===== src/verilog/wdt_cfg.svh =====
/*
 * Constants of the watchdog: control register field positions, reset value,
 * prescale codes and crystal timebase.
 * Assumes it is included by its bare name from the package and the watchdog_timer_control module.
 */
`ifndef WDT_CFG_SVH
`define WDT_CFG_SVH

// Field positions inside the eight-bit control register.
`define WDT_BIT_UNLOCK 0
`define WDT_BIT_ARM 1
`define WDT_BIT_STATUS 2
`define WDT_BIT_IRSEL 3
`define WDT_PRE_MSB 7
`define WDT_PRE_LSB 4

// Value of the control register after a hardware reset.
`define WDT_CTRL_RESET 8'h00

// Prescale codes: up to the last timed code, the immediate reset code.
`define WDT_PRE_LAST_TIMED 4'h7
`define WDT_PRE_IMMEDIATE 4'h8

// Crystal periods per timeout at prescale zero, and counter width.
`define WDT_BASE_TICKS 512
`define WDT_CNT_W 17

// Control value of the usual two-second arm sequence.
`define WDT_CTRL_EXAMPLE 8'h72

`endif


===== src/verilog/wdt_pkg.sv =====
/*
 * Types shared by the watchdog modules: unlock states and state records.
 * Assumes wdt_cfg.svh is on the include path.
 */
`include "wdt_cfg.svh"

package wdt_pkg;

   // One-hot states of the write-unlock sequence.
   typedef enum logic [2:0] {
      UNL_IDLE = 3'h1,
      UNL_SET = 3'h2,
      UNL_OPEN = 3'h4
   } unlock_state_t;

   // Whole state of the crystal edge detector.
   typedef struct packed {
      logic sync1;
      logic sync2;
      logic last;
      logic tick;
   } tick_state_t;

   // Whole state of the watchdog.
   typedef struct packed {
      logic [3:0] pre;
      logic irsel;
      logic status;
      logic arm;
      unlock_state_t unl;
      logic [`WDT_CNT_W-1:0] count;
      logic irq;
      logic rst_req;
   } wdt_state_t;

endpackage : wdt_pkg


===== src/verilog/wdt_xtal_tick.sv =====
/*
 * Crystal tick generator: synchronises the 32.768 kHz crystal pin into the
 * core clock and gives one pulse per rising crystal edge.
 * Assumes clk is far faster than the crystal.
 */
`timescale 1ns/1ps
`default_nettype none

module wdt_xtal_tick
(
   input wire logic clk,
   input wire logic sys_rst,
   input wire logic xtal_in,
   output logic tick
);

   wdt_pkg::tick_state_t st;
   wdt_pkg::tick_state_t next_st;

   // Two flops synchronise the pin; only the second one feeds the edge test.
   always_comb
   begin
      next_st = st;
      next_st.sync1 = xtal_in;
      next_st.sync2 = st.sync1;
      next_st.last = st.sync2;
      next_st.tick = st.sync2 & ~st.last;
   end

   // Synchronous reset to a quiet, low crystal.
   always_ff @(posedge clk)
   begin
      if (sys_rst)
      begin
         st <= '0;
      end
      else
      begin
         st <= next_st;
      end
   end

   assign tick = st.tick;

endmodule : wdt_xtal_tick

`default_nettype wire


===== src/verilog/watchdog_timer_control.sv =====
/*
 * Watchdog timer with its control register, write-unlock sequence, timeout
 * counter on the crystal timebase, and reset or interrupt response.
 * Assumes the core writes the register through ctrl_wr with ctrl_wdata and
 * marks the end of every instruction with instr_end, all on clk.
 */
`timescale 1ns/1ps
`default_nettype none
`include "wdt_cfg.svh"

module watchdog_timer_control
#(
   parameter int BASE_TICKS = `WDT_BASE_TICKS
)
(
   input wire logic clk,
   input wire logic sys_rst,
   input wire logic xtal_in,
   input wire logic ctrl_wr,
   input wire logic [7:0] ctrl_wdata,
   input wire logic instr_end,
   input wire logic supply_monitor_irq,
   output logic [7:0] ctrl_rdata,
   output logic wdt_irq,
   output logic wdt_irq_high_priority,
   output logic wdt_reset_req
);

   wdt_pkg::wdt_state_t st;
   wdt_pkg::wdt_state_t next_st;
   logic tick;
   logic accept;
   logic kick;
   logic timed;
   logic immediate;
   logic expire;
   logic [`WDT_CNT_W:0] limit;

   wdt_xtal_tick u_tick
   (
      .clk(clk),
      .sys_rst(sys_rst),
      .xtal_in(xtal_in),
      .tick(tick)
   );

   // write gating
   // Only the write in the instruction after the unlock reaches the fields.
   assign accept = ctrl_wr && (st.unl == wdt_pkg::UNL_OPEN);
   assign kick = accept && ctrl_wdata[`WDT_BIT_ARM];

   // period length
   // The limit is held one bit wider so that the longest period still fits.
   assign limit = (`WDT_CNT_W+1)'(BASE_TICKS) << st.pre[2:0];
   assign timed = (st.pre <= `WDT_PRE_LAST_TIMED);
   // immediate code
   // Code 8 expires on the first cycle it is armed; reserved codes never do.
   assign immediate = (st.pre == `WDT_PRE_IMMEDIATE);
   // expiry detect
   // A kick in the same cycle wins, so a late refresh is never punished.
   assign expire = st.arm && !kick
      && ((timed && tick && ({1'b0, st.count} == limit - 1'b1)) || immediate);

   // Next-state logic for the register, unlock sequence and counter.
   always_comb
   begin
      next_st = st;
      next_st.irq = 1'b0;
      next_st.rst_req = 1'b0;
      unique case (st.unl)
         wdt_pkg::UNL_IDLE:
         begin
            // An unlock write that also ends its instruction opens the
            // register at once, so the very next instruction can write it.
            if (ctrl_wr && ctrl_wdata[`WDT_BIT_UNLOCK] && instr_end)
            begin
               next_st.unl = wdt_pkg::UNL_OPEN;
            end
            else if (ctrl_wr && ctrl_wdata[`WDT_BIT_UNLOCK])
            begin
               next_st.unl = wdt_pkg::UNL_SET;
            end
         end
         wdt_pkg::UNL_SET:
         begin
            if (instr_end)
            begin
               next_st.unl = wdt_pkg::UNL_OPEN;
            end
         end
         wdt_pkg::UNL_OPEN:
         begin
            if (ctrl_wr || instr_end)
            begin
               next_st.unl = wdt_pkg::UNL_IDLE;
            end
         end
         default:
         begin
            next_st.unl = wdt_pkg::UNL_IDLE;
         end
      endcase
      if (accept)
      begin
         next_st.pre = ctrl_wdata[`WDT_PRE_MSB:`WDT_PRE_LSB];
         next_st.irsel = ctrl_wdata[`WDT_BIT_IRSEL];
         next_st.arm = ctrl_wdata[`WDT_BIT_ARM];
         next_st.status = ctrl_wdata[`WDT_BIT_STATUS];
      end
      // The counter runs on crystal ticks while armed with a timed code and restarts on a kick.
      if (kick || !st.arm)
      begin
         next_st.count = '0;
      end
      else if (tick && timed)
      begin
         next_st.count = st.count + 1'b1;
      end
      if (expire)
      begin
         // status set
         // The set wins over a software clear in the same cycle.
         next_st.status = 1'b1;
         next_st.count = '0;
         if (st.irsel)
         begin
            next_st.irq = 1'b1;
         end
         else
         begin
            next_st.rst_req = 1'b1;
            next_st.arm = 1'b0;
         end
      end
      if (supply_monitor_irq)
      begin
         next_st.arm = 1'b0;
      end
   end

   // hardware reset only
   // The status flag clears only on sys_rst or a software write of 0; the watchdog reset request
   // goes to the system and never comes back into this block.
   always_ff @(posedge clk)
   begin
      if (sys_rst)
      begin
         st.pre <= 4'(`WDT_CTRL_RESET >> `WDT_PRE_LSB);
         st.irsel <= 1'b0;
         st.status <= 1'b0;
         st.arm <= 1'b0;
         st.unl <= wdt_pkg::UNL_IDLE;
         st.count <= '0;
         st.irq <= 1'b0;
         st.rst_req <= 1'b0;
      end
      else
      begin
         st <= next_st;
      end
   end

   // Read back: the unlock bit shows while the sequence is in progress.
   assign ctrl_rdata = {st.pre, st.irsel, st.status, st.arm, st.unl != wdt_pkg::UNL_IDLE};
   // fixed priority
   // No global enable input exists, so nothing can mask the request.
   assign wdt_irq = st.irq;
   assign wdt_irq_high_priority = 1'b1;
   assign wdt_reset_req = st.rst_req;
endmodule : watchdog_timer_control

`default_nettype wire


===== config.mk =====
export PLATFORM = sky130hd
export DESIGN_NAME = watchdog_timer_control
export DESIGN_NICKNAME = d
export VERILOG_FILES = /design/src/verilog/wdt_pkg.sv /design/src/verilog/wdt_xtal_tick.sv /design/src/verilog/watchdog_timer_control.sv
export VERILOG_INCLUDE_DIRS = /design/src /design/src/verilog
export SDC_FILE = /design/constraint.sdc
export NUM_CORES = 1
export LEC_CHECK = 0
export ABC_AREA = 1
export BUFFER_PORTS_ARGS = -buffer_cell sky130_fd_sc_hd__buf_2
export CORE_UTILIZATION = 25
export CTS_CLUSTER_SIZE = 20
export DETAILED_ROUTE_END_ITERATION = 12
export SLEW_MARGIN = 20
export SYNTH_ARGS = -nofsm -noshare
export SYNTH_HDL_FRONTEND = slang
export SYNTH_SLANG_ARGS = --single-unit

===== constraint.sdc =====
create_clock -name clk -period 2.4 [get_ports clk]
set_input_delay 0.12 -clock clk [delete_from_list [all_inputs] [get_ports clk]]
set_output_delay 0.12 -clock clk [all_outputs]
set_load 0.02 [all_outputs]

**Word-level counts from Yosys, hierarchy flattened**

Cells that the tools add are included.

- Add/subtract/negate cells: 2
- Multiply operators: 0
- Divide/modulo/power cells: 0
- Order comparisons: 1
- Equality and inequality tests: 9
- Shift operators: 1
- Mux-type cells: 10
- Bitwise gates (word level): 3
- Reductions and logical operators: 18

Operator list:

| operator | count |
|---|---|
| 17-bit by 18-bit equality test with 1-bit output | 1 |
| 10-bit by 3-bit left shift with 18-bit output (first input constant) | 1 |
| 18-bit by 1-bit subtractor with 18-bit output (second input constant) | 1 |
| 17-bit by 1-bit adder with 17-bit output (second input constant) | 1 |
| 3-bit 2-to-1 mux | 4 |
| 3-bit case mux with 3 select lines | 1 |
| 1-bit logical AND | 8 |
| 4-bit equality test (second input constant) | 1 |
| 4-bit by 3-bit less-or-equal comparator with 1-bit output (second input constant) | 1 |
| 2-bit 2-to-1 mux | 2 |
| 2-bit OR reduction | 2 |
| 3-bit by 1-bit equality test with 1-bit output (second input constant) | 1 |
| 3-bit by 2-bit equality test with 1-bit output (second input constant) | 1 |
| 3-bit equality test (second input constant) | 1 |
| 1-bit logical OR | 3 |
| 1-bit 2-to-1 mux | 3 |
| 3-bit by 1-bit inequality test with 1-bit output (second input constant) | 1 |
| 3-bit inequality test (second input constant) | 1 |
| 3-bit AND reduction | 1 |
| 3-bit OR reduction | 1 |
| 1-bit zero test | 2 |
| 2-bit by 1-bit inequality test with 1-bit output (second input constant) | 1 |
| 2-bit inequality test (second input constant) | 1 |
| 1-bit inverter | 2 |
| other kinds (2) | 2 |

- Register bits after elaboration: 33
- Latch bits: 0
- Memory bits (writable): 0
- Memory bits (read-only): 0
- Input bits: 14
- Output and inout port bits: 11
- Memories kept: 0

**Depth between registers and ports, before layout**

Gate-level depths: netlist of the first run.

- Word-level depth: 8
- Mapped depth: 11
- Depth with buffers taken out: 11

**By module**

A second synthesis of the first run with hierarchy kept.

- Cell total of the unflattened synthesis: 264
- Area, all modules: 1883.1 sq um

By module, submodules not included:

| module | instances | cells each | area an instance (sq um) | sequential area each (sq um) |
|---|---|---|---|---|
| watchdog_timer_control | 1 | 252 | 1767.9 | 580.6 |
| wdt_xtal_tick | 1 | 12 | 115.1 | 80.1 |

**Worst setup path after synthesis of the first run**

Ideal clock, no wire load.

- Kind: register to register
- Start: register st[2] (netlist name)
- End: register st[8] (netlist name)
- Library setup time: 0.121 ns
- Arrival: 1.390 ns
- Data required time: 2.279 ns
- Slack: 0.889 ns
- Cell stages (with the launch flop): 10
- Clock period less this slack: 1.511 ns
- Path through: dfxtp_1 > ha_1 > nand2_1 > nor2_1 > nand3_1 > nor3_2 > nand3_2 > nand3_4 > buf_12 > nor2_4

- Cells in the longest elaborated chain, start to end: 5
- Elaborated cells on any way between the ends: 6
- Classes of those cells: 1 x add/sub; 1 x eq/ne; 4 x reduce/logical

Ends and longest elaborated chain:

| what | line | source |
|---|---|---|
| start, declared | watchdog_timer_control.sv:29 | `wdt_pkg::wdt_state_t st;` |
| start signal, assigned | watchdog_timer_control.sv:159 | `st <= next_st;` |
| branches (longest 5 deep; another with 17-bit by 1-bit adder with 17-bit output) | - |  |

Several ways; the timed one is not identified.
A chain may end at the register's enable or synchronous reset.

**Final worst setup path of the first run**

- Start: register st[2] (netlist name)
- End: register st[16] (netlist name)

The elaborated chain is that of the path after synthesis.

==> results of run 1 <==
[cell usage after synthesis, drive strengths merged]
library cell  number  area [um^2]
a211o              1         8.76
a21o               1         7.51
a21oi             11         55.1
buf                9         80.1
clkbuf             2         7.51
clkinv             2         7.51
conb               1         3.75
dfxtp             33          661
ha                 1         12.5
inv               31          116
nand2             64          253
nand3             16          103
nand3b             2         15.0
nand4              2         12.5
nor2              56          315
nor3               7         40.0
nor3b              1         7.51
o21a               1         7.51
o21ai             10         50.1
xnor2              1         8.76
xor2              12          105
[worst register-to-register path, stage by stage, from the launching register on]
cell	delay, ps
dfxtp_1	400
ha_1	250
nand2_1	90
nor2_1	90
nand3_1	140
nor3_2	160
nand3_2	110
nand3_4	300
nor2_1	90
[how the worst max path moves through the flow]
stage / slack (ps) / cells after the start / startpoint / endpoint
finish: 650 / 8 / st[2] / st[16]
global route: 440 / 8 / st[2] / st[14]
CTS: 650 / 8 / st[2] / st[17]
detailed placement: 690 / 8 / st[2] / st[14]
global placement: 760 / 8 / st[2] / st[16]
floorplan: 890 / 9 / st[2] / st[8]
[state kept, by name, summed over array words and instances (netlist names)]
register / flops
u_tick.tick: 1
wdt_reset_req: 1
wdt_irq: 1
u_tick.next_st: 2
u_tick.st: 1
st: 20
ctrl_rdata: 7
[layer usage]
metal | wire (um) | track usage, % | vias to the layer above
met5 | 0 | 0 | -
met4 | 27 | 3.81 | 0
met3 | 135 | 3.17 | 4
met2 | 1670 | 16.4 | 33
met1 | 1820 | 13.8 | 692
li1 | - | - | 852
[cell type report]
type                       count  share of cell area, %
multi-input combinational    187                   46.8
sequential                    33                   30.8
inverter                      33                   5.77
tap                           99                   5.77
timing repair buffer          23                   5.36
clock buffer                   6                   3.84
clock inverter                 2                   1.75
[where the power goes]
part	switching [mW]	internal (mW)	leakage, nW
logic	0.0702	0.0405	0.534
registers	0.00911	0.561	0.267
clock network	0.211	0.338	0.0574
total	0.291	0.939	0.859
[metrics by stage]
step	worst slack [ps]	instances	power, mW	hold WS, ps
after floorplan	889	264	0.663	227
after detailed placement	692	375	0.694	328
after global placement	756	375	0.691	325
after CTS	653	383	1.24	27.1
final	654	383	1.23	30.3
after global routing	435	383	1.27	40.0
[cells by family after synthesis]
group / Yosys count
buffers and inverters: 44
AOI/OAI and AO/OA: 24
DFF: 33
other: 1
xor gates and xnor gates: 13
adders and majority gates: 1
and+or+nand+nor: 148
==> results.md, run 1 <==
- Clock Latency Late Sink: approximately 290 ps
- Fmax: roughly 0.57 GHz
- Hold Path End: u_tick.next_st[2]
- Post-synthesis sequential area ratio: 35.2%
- Final Util: between 20 and 30%
- Worst path bufs/invs: 0
- R2r setup slk: approximately 650 ps
- First-pass GRT wire length: roughly 6.5 mm
- Adder-cell share of the synthesized area: less than 1%
- WHS Path Cells: 3
- WP data arrival: 1910 ps
- Hold path startpoint: xtal_in
- Reg-to-reg endpoint: st[16]
- Initial antenna violation count: 0
- Critical Path Start Type: flop
- Post-Syn Area: around 1900 um^2
- Worst r2r src: st[2]
- DRT iter0 DRCs: 24
- # hold bufs at CTS: 0
- Top Ports: 25
- VDD IR max: approximately 0.43 mV
- PwrDens: 573 nW/um^2
- Layout cells sized above 1: around 23%
- Design area: between 2000 and 2500 um^2
- Delay-heaviest family, CP: simple AND/OR/NAND/NOR gates
- Clock transition at path regs: 70 ps
- Most frequent cells in the layout: nand2_1 (59), nor2_1 (38), dfxtp_1 (33)
- Simple-Gate Fraction of Synth Area: between 30% and 40%
- Commonest non-fill, non-tap cell in the layout: nand2_1
- CP peak stage delay: 400 ps
- # fillers: 811
- Syn_nets: ~280
- Routed len/inst: around 9.5 um
- Pleak: about 0.86 nW
- Main combinational cell family by area after synthesis: simple AND/OR/NAND/NOR gates
- TritonCTS sink count: 33
- Number of distinct library cells after synthesis: 30
- Tot GR Track Use: a little over a tenth
- DR vias: 1,581
- Die Span X: about 89 um
- PortBufs: 23
- CP Max Fanout: 17
- Endpoints failing setup: 0
- Synth Area in Compound Gates: 6.87%
- #FFs+latches synth: 33
- R2r worst-path depth: 8
- WS Path Type: flop to flop
- Hold Crit Class: input pin to flop
- Total CTS buffers: 5
- GPL Wtd Cong: between 0.9 and 1
- Routed WL: 3.66 mm
- Req. time, crit path: between 2000 and 3000 ps
- # nets final: 298
- Seq. cell area: ~660 um^2
- Critical-path cell list: ha_1 -> nand2_1 -> nor2_1 -> nand3_1 -> nor3_2 -> nand3_2 -> nand3_4 -> nor2_1
- Mapped Cells: 264
- Maxcap violations: 0
- Die height: approximately 89 um
- Final hold vios: 0
- Setup bufs post-CTS: 0
- Worst Setup End Kind: flop
- H-Tree Depth: 2
- Clk buf depth: 2
- Hpwl dp: around 2.8 mm
- Multi-input combinational cell area: 1000 um^2
- First-pass iteration count of the detailed router: 4
- Mean Syn Cell Area: between 7 and 8 um^2
- Pin count of the biggest net entering global routing: 18
- Fin crit period: around 1700 ps
- Clock tree from TritonCTS: yes
- Xor/xnor cell area share of the yosys netlist: roughly 6%
- Total grt overflow: 0
- Drt drc: 0
- Detail Route Antenna Nets: 0
- CP max-delay cell: dfxtp_1
- Synth-to-layout area growth: 14.5%
- Clock root buffer master: clkbuf_8
- Mux contribution to synthesized area: 0%
- Fin crit share: around 73%
- Max-slew violations: 0
- Top cell by count, worst path: nor2_1
- Initial core utilization: ~26%
- RSZ-0062 raised after global routing: no
- Outcome: finished, final reports clean
- Rows: 31
- Die area: between 7000 and 8000 um^2
- Core Region: ~7300 um^2
- Antenna Cells: 0
- Setup TNS Final: 0 ps
- Via count of the first global-routing pass: ~1,500
- Layout Skew: about 6 ps
- Vias per cell: approximately 4.1
- Yosys warnings: 0
- PostCTS Resize Cnt: 0
- Dpl cell area: 2030 um^2
Power figures use the tool's default switching activity.
==> run 2, diff against run 1 <==
--- a/config.mk
+++ b/config.mk
@@ -6,7 +6,7 @@
 export SDC_FILE = /design/constraint.sdc
 export NUM_CORES = 1
 export LEC_CHECK = 0
-export ABC_AREA = 1
+export ABC_AREA = 0
 export BUFFER_PORTS_ARGS = -buffer_cell sky130_fd_sc_hd__buf_2
 export CORE_UTILIZATION = 25
 export CTS_CLUSTER_SIZE = 20
==> constraint.sdc (replaced) <==
create_clock -name clk -period 1.8 [get_ports clk]
set_input_delay 0.09 -clock clk [delete_from_list [all_inputs] [get_ports clk]]
set_output_delay 0.09 -clock clk [all_outputs]
set_load 0.02 [all_outputs]
==> results.md, run 2 <==
- Via count of the first global-routing pass: 1,383 (-7.0%)
- Die Span X: 83.4 um (-5.9%)
- Main combinational cell family by area after synthesis: simple AND/OR/NAND/NOR gates
- Total CTS buffers: 5 (unchanged)
- First-pass iteration count of the detailed router: 4 (unchanged)
- Fin crit period: 1760 ps (+12.3 ps)
- Post-synth EDFFs: 0 (unchanged)
- Dpl cell area: 1970 um^2 (-2.7%)
- First-pass GRT wire length: 6.29 mm (-3.0%)
- Max-slew violations: 0 (unchanged)
- R2r setup slk: 40 ps (-610 ps)
- Routed WL: 3.56 mm (-2.5%)
- Initial core utilization: 26.0% (+0.085 points)
- CP max-delay cell: or4_4
- Pwr Total: 1.48 mW (+20%)
- Post-Syn Area: 1660 um^2 (-12%)
- Tot GR Track Use: 11.3% (+0.70 points)
- Main flop type after synthesis: dfxtp_1
- Reg-to-reg endpoint: st[12]
- Simple-Gate Fraction of Synth Area: 29.7% (-10 points)
- Most frequent cells in the layout: dfxtp_1 (31), buf_2 (23), buf_4 (21)
- Layout cells sized above 1: 28.2% (+5.7 points)
- Clock root buffer master: clkbuf_8
- Detail Route Antenna Nets: 0 (unchanged)
- PortBufs: 23 (unchanged)
- Hold path startpoint: xtal_in
- Req. time, crit path: 1980 ps (-580 ps)
- Mean Syn Cell Area: 8.82 um^2 (+24%)
- Hold Crit Class: input pin to flop
- CP peak stage delay: 560 ps (+160 ps)
- RSZ-0062 raised after global routing: yes
- Synth Area in Compound Gates: 11.1% (+4.2 points)
- Total grt overflow: 0 (unchanged)
- Worst Setup End Kind: flop
- Number of distinct library cells after synthesis: 48 (+60%)
- Most frequent cell after synthesis: dfxtp_1
- # fillers: 669 (-18%)
- Cell taking the most area after synthesis: dfxtp_1
- Max reg flops: 20 (unchanged)
- Mux contribution to synthesized area: 3.70% (+3.7 points)
- Final hold vios: 0 (unchanged)
- Design area: 2080 um^2 (-3.3%)
- # nets final: 241 (-19%)
- Routed len/inst: 11.7 um (+23%)
- Syn_nets: 203 (-27%)
- Core Region: 6390 um^2 (-12%)
- PwrDens: 712 nW/um^2 (+24%)
- Most flop-heavy register: st
- Yosys warnings: 0 (unchanged)
- Hpwl dp: 2.70 mm (-3.6%)
- Outcome: finished, final reports clean
- Critical-path cell list: or4_4 -> nor4_4 -> a311oi_2 -> or3_1 -> a22o_1
- Clock tree from TritonCTS: yes
- WHS Path Cells: 2 (-1)
- R2r worst-path depth: 5 (-3)
- Top Ports: 25 (unchanged)
- TritonCTS sink count: 33 (unchanged)
- Antenna Cells: 0 (unchanged)
- Rows: 29 (-6.5%)
- WP data arrival: 1940 ps (+30 ps)
- Clock transition at path regs: 80 ps (about the same)
- GPL Wtd Cong: 0.821 (-15%)
- #FFs+latches synth: 33 (unchanged)
- Synth top cells by count: dfxtp_1 (33), nor3_1 (19), nor2_1 (18)
- Initial antenna violation count: 0 (unchanged)
- Critical Path Start Type: flop
- Pleak: 0.845 nW (-1.6%)
- Commonest non-fill, non-tap cell in the layout: dfxtp_1
- Hold Path End: u_tick.next_st[2]
- Xor/xnor cell area share of the yosys netlist: 7.92% (+1.9 points)
- DRT iter0 DRCs: 80 (+230%)
- Vias per cell: 4.64 (+12%)
- Pin count of the biggest net entering global routing: 11 (-7)
- Top-area cell type share of the netlist area: 39.8% (+4.6 points)
- VDD IR max: 0.400 mV (-7.1%)
- Fin crit share: 97.7% (+25 points)
- WS Path Type: flop to flop
- Synth area leaders: dfxtp_1 (40%), nor3_1 (5.7%), xor2_1 (5.3%)
- CP Max Fanout: 2 (-15)
- Layout Skew: 11.9 ps (+5.84 ps)
- Fmax: 0.569 GHz (-0.70%)
- Pre-CTS setup slack: 51.0 ps (-641 ps)
- Post-synthesis sequential area ratio: 39.8% (+4.6 points)
- Asr flop ratio synth: 0% (unchanged)
- Maxcap violations: 0 (unchanged)
- Die height: 83.4 um (-5.9%)
- Clk buf depth: 2 (unchanged)
- DR vias: 1,411 (-11%)
- Setup bufs post-CTS: 0 (unchanged)
- Die area: 6960 um^2 (-11%)
- Adder-cell share of the synthesized area: 0.755% (+0.088 points)
- Synth-to-layout area growth: 25.4%
- H-Tree Depth: 2 (unchanged)
- Worst r2r src: st[14]
- Drt drc: 0 (unchanged)
- Clock Latency Late Sink: 280 ps (about the same)
- Endpoints failing setup: 0 (unchanged)
- Worst setup margin: 41.6 ps (-612 ps)
- Mapped Cells: 188 (-29%)
[run 2: worst max path at each step]
| stage | startpoint | endpoint | slack [ps] | cells past startpoint |
|---|---|---|---|---|
| 5_1_grt | st[14] | st[12] | -30 | 5 |
| 3_3_place_gp | st[14] | st[12] | 90 | 5 |
| 2_1_floorplan | st[14] | ctrl_rdata[1] | -20 | 6 |
| 6_report | st[14] | st[12] | 40 | 5 |
| 4_1_cts | st[14] | st[12] | 40 | 5 |
| 3_5_place_dp | st[14] | st[12] | 50 | 5 |
[run 2: cell type report]
type / instances / area (um^2) / share of cell area (%)
clock buffers: 7 / 96.3 / 4.64
well taps: 77 / 96.3 / 4.64
repair buffers: 45 / 284 / 13.7
multi-input cells: 136 / 915 / 44.0
inverters: 5 / 18.8 / 0.903
flip-flops and latches: 33 / 663 / 31.9
clock inverters: 1 / 5.00 / 0.241
[run 2: what timing repair did]
| action | CTS | global route |
|---|---|---|
| setup endpoints to repair | 0 | 6 |
| hold buffers | 0 | 0 |
| gates resized for setup | 0 | 1 |
[run 2: through the flow]
stage	setup TNS, ps	cells	utilization (%)	hold slack (ps)
3_3_place_gp	0	296	30.9	301
2_1_floorplan	-39.7	188	-	162
5_1_grt	-171	304	32.5	12.3
3_5_place_dp	0	296	30.9	311
4_1_cts	0	304	32.5	14.6
6_report	0	304	32.5	19.6
[run 2: kinds of logic after synthesis]
family                   count (synthesis)
AO/OA/AOI/OAI                           24
AND/OR/NAND/NOR                         89
other                                    1
buffers and inverters                   19
adder cells (fa/ha/maj)                  1
flip-flops                              33
multiplexers                             6
XOR/XNOR                                15
[run 2: per-layer routing]
layer	global-route usage, %	wire [um]	vias to the layer above
met5	0	0	-
met4	5.39	34	0
met3	3.08	165	2
met2	17.8	1620	37
met1	14.2	1750	645
li1	-	-	727
[run 2: worst max-delay path, delay by kind of cell, from the launching register on]
| family | cells | cell delay [ps] |
|---|---|---|
| and+or+nand+nor | 3 | 1040 |
| AOI/OAI and AO/OA | 2 | 300 |
| DFF | 1 | 330 |
[run 2: power breakdown]
group / internal [mW] / leakage, nW / switching, mW
registers: 0.741 / 0.268 / 0.00824
clock network: 0.346 / 0.0542 / 0.277
logic: 0.0529 / 0.523 / 0.0550
==> run 3, diff against run 2 <==
--- a/config.mk
+++ b/config.mk
@@ -8,9 +8,11 @@
 export LEC_CHECK = 0
 export ABC_AREA = 0
 export BUFFER_PORTS_ARGS = -buffer_cell sky130_fd_sc_hd__buf_2
+export CORE_ASPECT_RATIO = 1.1
 export CORE_UTILIZATION = 25
 export CTS_CLUSTER_SIZE = 20
 export DETAILED_ROUTE_END_ITERATION = 12
+export SETUP_SLACK_MARGIN = 0.5
 export SLEW_MARGIN = 20
 export SYNTH_ARGS = -nofsm -noshare
 export SYNTH_HDL_FRONTEND = slang
==> results.md, run 3 (synthesis results as in run 2) <==
- Outcome: finished, final reports clean
- Clock Latency Late Sink: 290 ps (about the same)
- Layout cells sized above 1: 40.5% (+12 points)
- Max-slew violations: 0 (unchanged)
- Via count of the first global-routing pass: 1,407 (+1.7%)
- Hpwl dp: 2.56 mm (-5.3%)
- First-pass GRT wire length: 6.13 mm (-2.6%)
- GRT met3 Usage: 2.93% (-0.15 points)
- Die Span X: 79.6 um (-4.5%)
- PortBufs: 23 (unchanged)
- Critical Path Start Type: flop
- Busiest grt layer: met2
- Die area: 6960 um^2 (about the same)
- VDD IR max: 0.246 mV (-39%)
- Critical-path cell list: or4_4 -> nor4_4 -> a311oi_2 -> nor4_4 -> buf_6 -> o211a_1
- WS Path Type: flop to flop
- Clock root buffer master: clkbuf_8
- Routed len/inst: 11.8 um (+0.69%)
- WHS Path Cells: 2 (unchanged)
- End point of the critical path: wdt_irq
- Fmax: 0.568 GHz (about the same)
- CP peak stage delay: 550 ps (about the same)
- Clock transition at path regs: 80 ps (about the same)
- Synth-to-layout area growth: 40.2%
- Most flop-heavy register: st
- Req. time, crit path: 2040 ps (+60 ps)
- Die height: 87.4 um (+4.8%)
- Critical path depth: 6 (+1)
- DRT iter0 DRCs: 61 (-24%)
- R2r worst-path depth: 6 (+1)
- First-pass iteration count of the detailed router: 4 (unchanged)
- # nets final: 251 (+4.1%)
- Clock tree from TritonCTS: yes
- Worst r2r src: st[14]
- Clk buf depth: 2 (unchanged)
- Top cell by count, worst path: nor4_4
- Worst setup margin: 40.0 ps (-1.64 ps)
- Maxcap violations: 0 (unchanged)
- Hold slack: 18.7 ps (-0.864 ps)
- Worst path bufs/invs: 1 (+1)
- Commonest non-fill, non-tap cell in the layout: dfxtp_1
- Reg-to-reg endpoint: wdt_irq
- PwrDens: 698 nW/um^2 (-2.0%)
- Hold Crit Class: input pin to flop
- Most frequent cells in the layout: dfxtp_1 (25), buf_2 (23), buf_4 (22)
- RSZ-0062 raised after global routing: yes
- Setup TNS Final: 0 ps (unchanged)
- CP max-delay cell: or4_4
- TritonCTS sink count: 33 (unchanged)
- Drt drc: 0 (unchanged)
- Pleak: 0.930 nW (+10%)
- Grt met2 use: 19.7% (+1.8 points)
- Layout Skew: 14.0 ps (+2.10 ps)
- Max reg flops: 20 (unchanged)
- Detail Route Antenna Nets: 0 (unchanged)
- Endpoints failing setup: 0 (unchanged)
- Crit. Startpoint: st[14]
- Core Region: 6270 um^2 (-1.8%)
- Total CTS buffers: 5 (unchanged)
- WP data arrival: 2000 ps (+60 ps)
- Routed WL: 3.74 mm (+5.0%)
- Initial antenna violation count: 0 (unchanged)
- Fin crit period: 1760 ps (+1.64 ps)
- Total grt overflow: 0 (unchanged)
- H-Tree Depth: 2 (unchanged)
- Vias per cell: 4.58 (-1.3%)
- Rows: 30 (+3.4%)
- CP Max Fanout: 7 (+5)
- Final hold vios: 0 (unchanged)
- R2r setup slk: 40 ps (about the same)
- Pre-CTS setup slack: 48.6 ps (-2.41 ps)
- DR vias: 1,452 (+2.9%)
- Met1 GRT Util: 13.2% (-0.99 points)
- Fin crit share: 97.8% (about the same)
- Pin count of the biggest net entering global routing: 17 (+6)
- # fillers: 625 (-6.6%)
- Top Ports: 25 (unchanged)
- Tot GR Track Use: 11.2% (-0.071 points)
- Worst Setup End Kind: flop
- Pwr Total: 1.62 mW (+9.6%)
- Antenna Cells: 0 (unchanged)
- GPL Wtd Cong: 0.772 (-6.0%)
- Initial core utilization: 26.4% (+0.49 points)
- Delay-heaviest family, CP: simple AND/OR/NAND/NOR gates
==> run 3: cell types whose count changed in the layout (fill, tap and decap cells not counted), moves of 3 or more <==
cell / before / now
buf_6: 1 / 10
dfxtp_1: 31 / 25
dfxtp_2: 2 / 6
nor2_1: 18 / 15
nor3_2: 0 / 6
nor2_2: 0 / 3
nor3_1: 19 / 13
==> run 3: layout make-up <==
type	instances	area, um^2	share of cell area [%]
inverters	5	18.8	0.807
multi-input cells	136	1020	43.9
clock buffers	7	86.3	3.71
flip-flops and latches	33	676	29.1
repair buffers	55	393	16.9
clock inverters	1	30.0	1.29
well taps	80	100	4.31
==> run 3: what timing repair did <==
| item | CTS | global route |
|---|---|---|
| setup buffers | 7 | 4 |
| setup endpoints to repair | 27 | 28 |
| hold endpoints to repair | 0 | 0 |
| pin swaps | 9 | 9 |
| cloned | 1 | 1 |
| hold buffers | 0 | 0 |
| resized for setup | 12 | 23 |
==> run 3: worst min path at each step <==
stage                  from                 to
floorplan           sys_rst  u_tick.next_st[2]
global route        xtal_in  u_tick.next_st[2]
CTS                 xtal_in  u_tick.next_st[2]
global placement    xtal_in  u_tick.next_st[2]
finish              xtal_in  u_tick.next_st[2]
detailed placement  xtal_in  u_tick.next_st[2]
==> run 3: layer usage <==
| metal | vias up | wire [um] |
|---|---|---|
| li1 | 747 | - |
| met1 | 683 | 1770 |
| met2 | 16 | 1840 |
| met3 | 6 | 106 |
| met4 | 0 | 25 |
| met5 | - | 0 |
==> run 3: where the power goes <==
part / switching, mW / internal (mW)
combinational: 0.0654 / 0.0806
sequential: 0.0118 / 0.741
clock: 0.271 / 0.451
total: 0.349 / 1.27
==> run 3: per-stage QoR <==
step | utilization [%] | instances | instance area (um^2)
finish | 37.1 | 317 | 2320
global placement | 31.7 | 296 | 1980
CTS | 35.3 | 312 | 2210
floorplan | - | 188 | 1730
detailed placement | 31.7 | 296 | 1980
global route | 37.1 | 317 | 2320
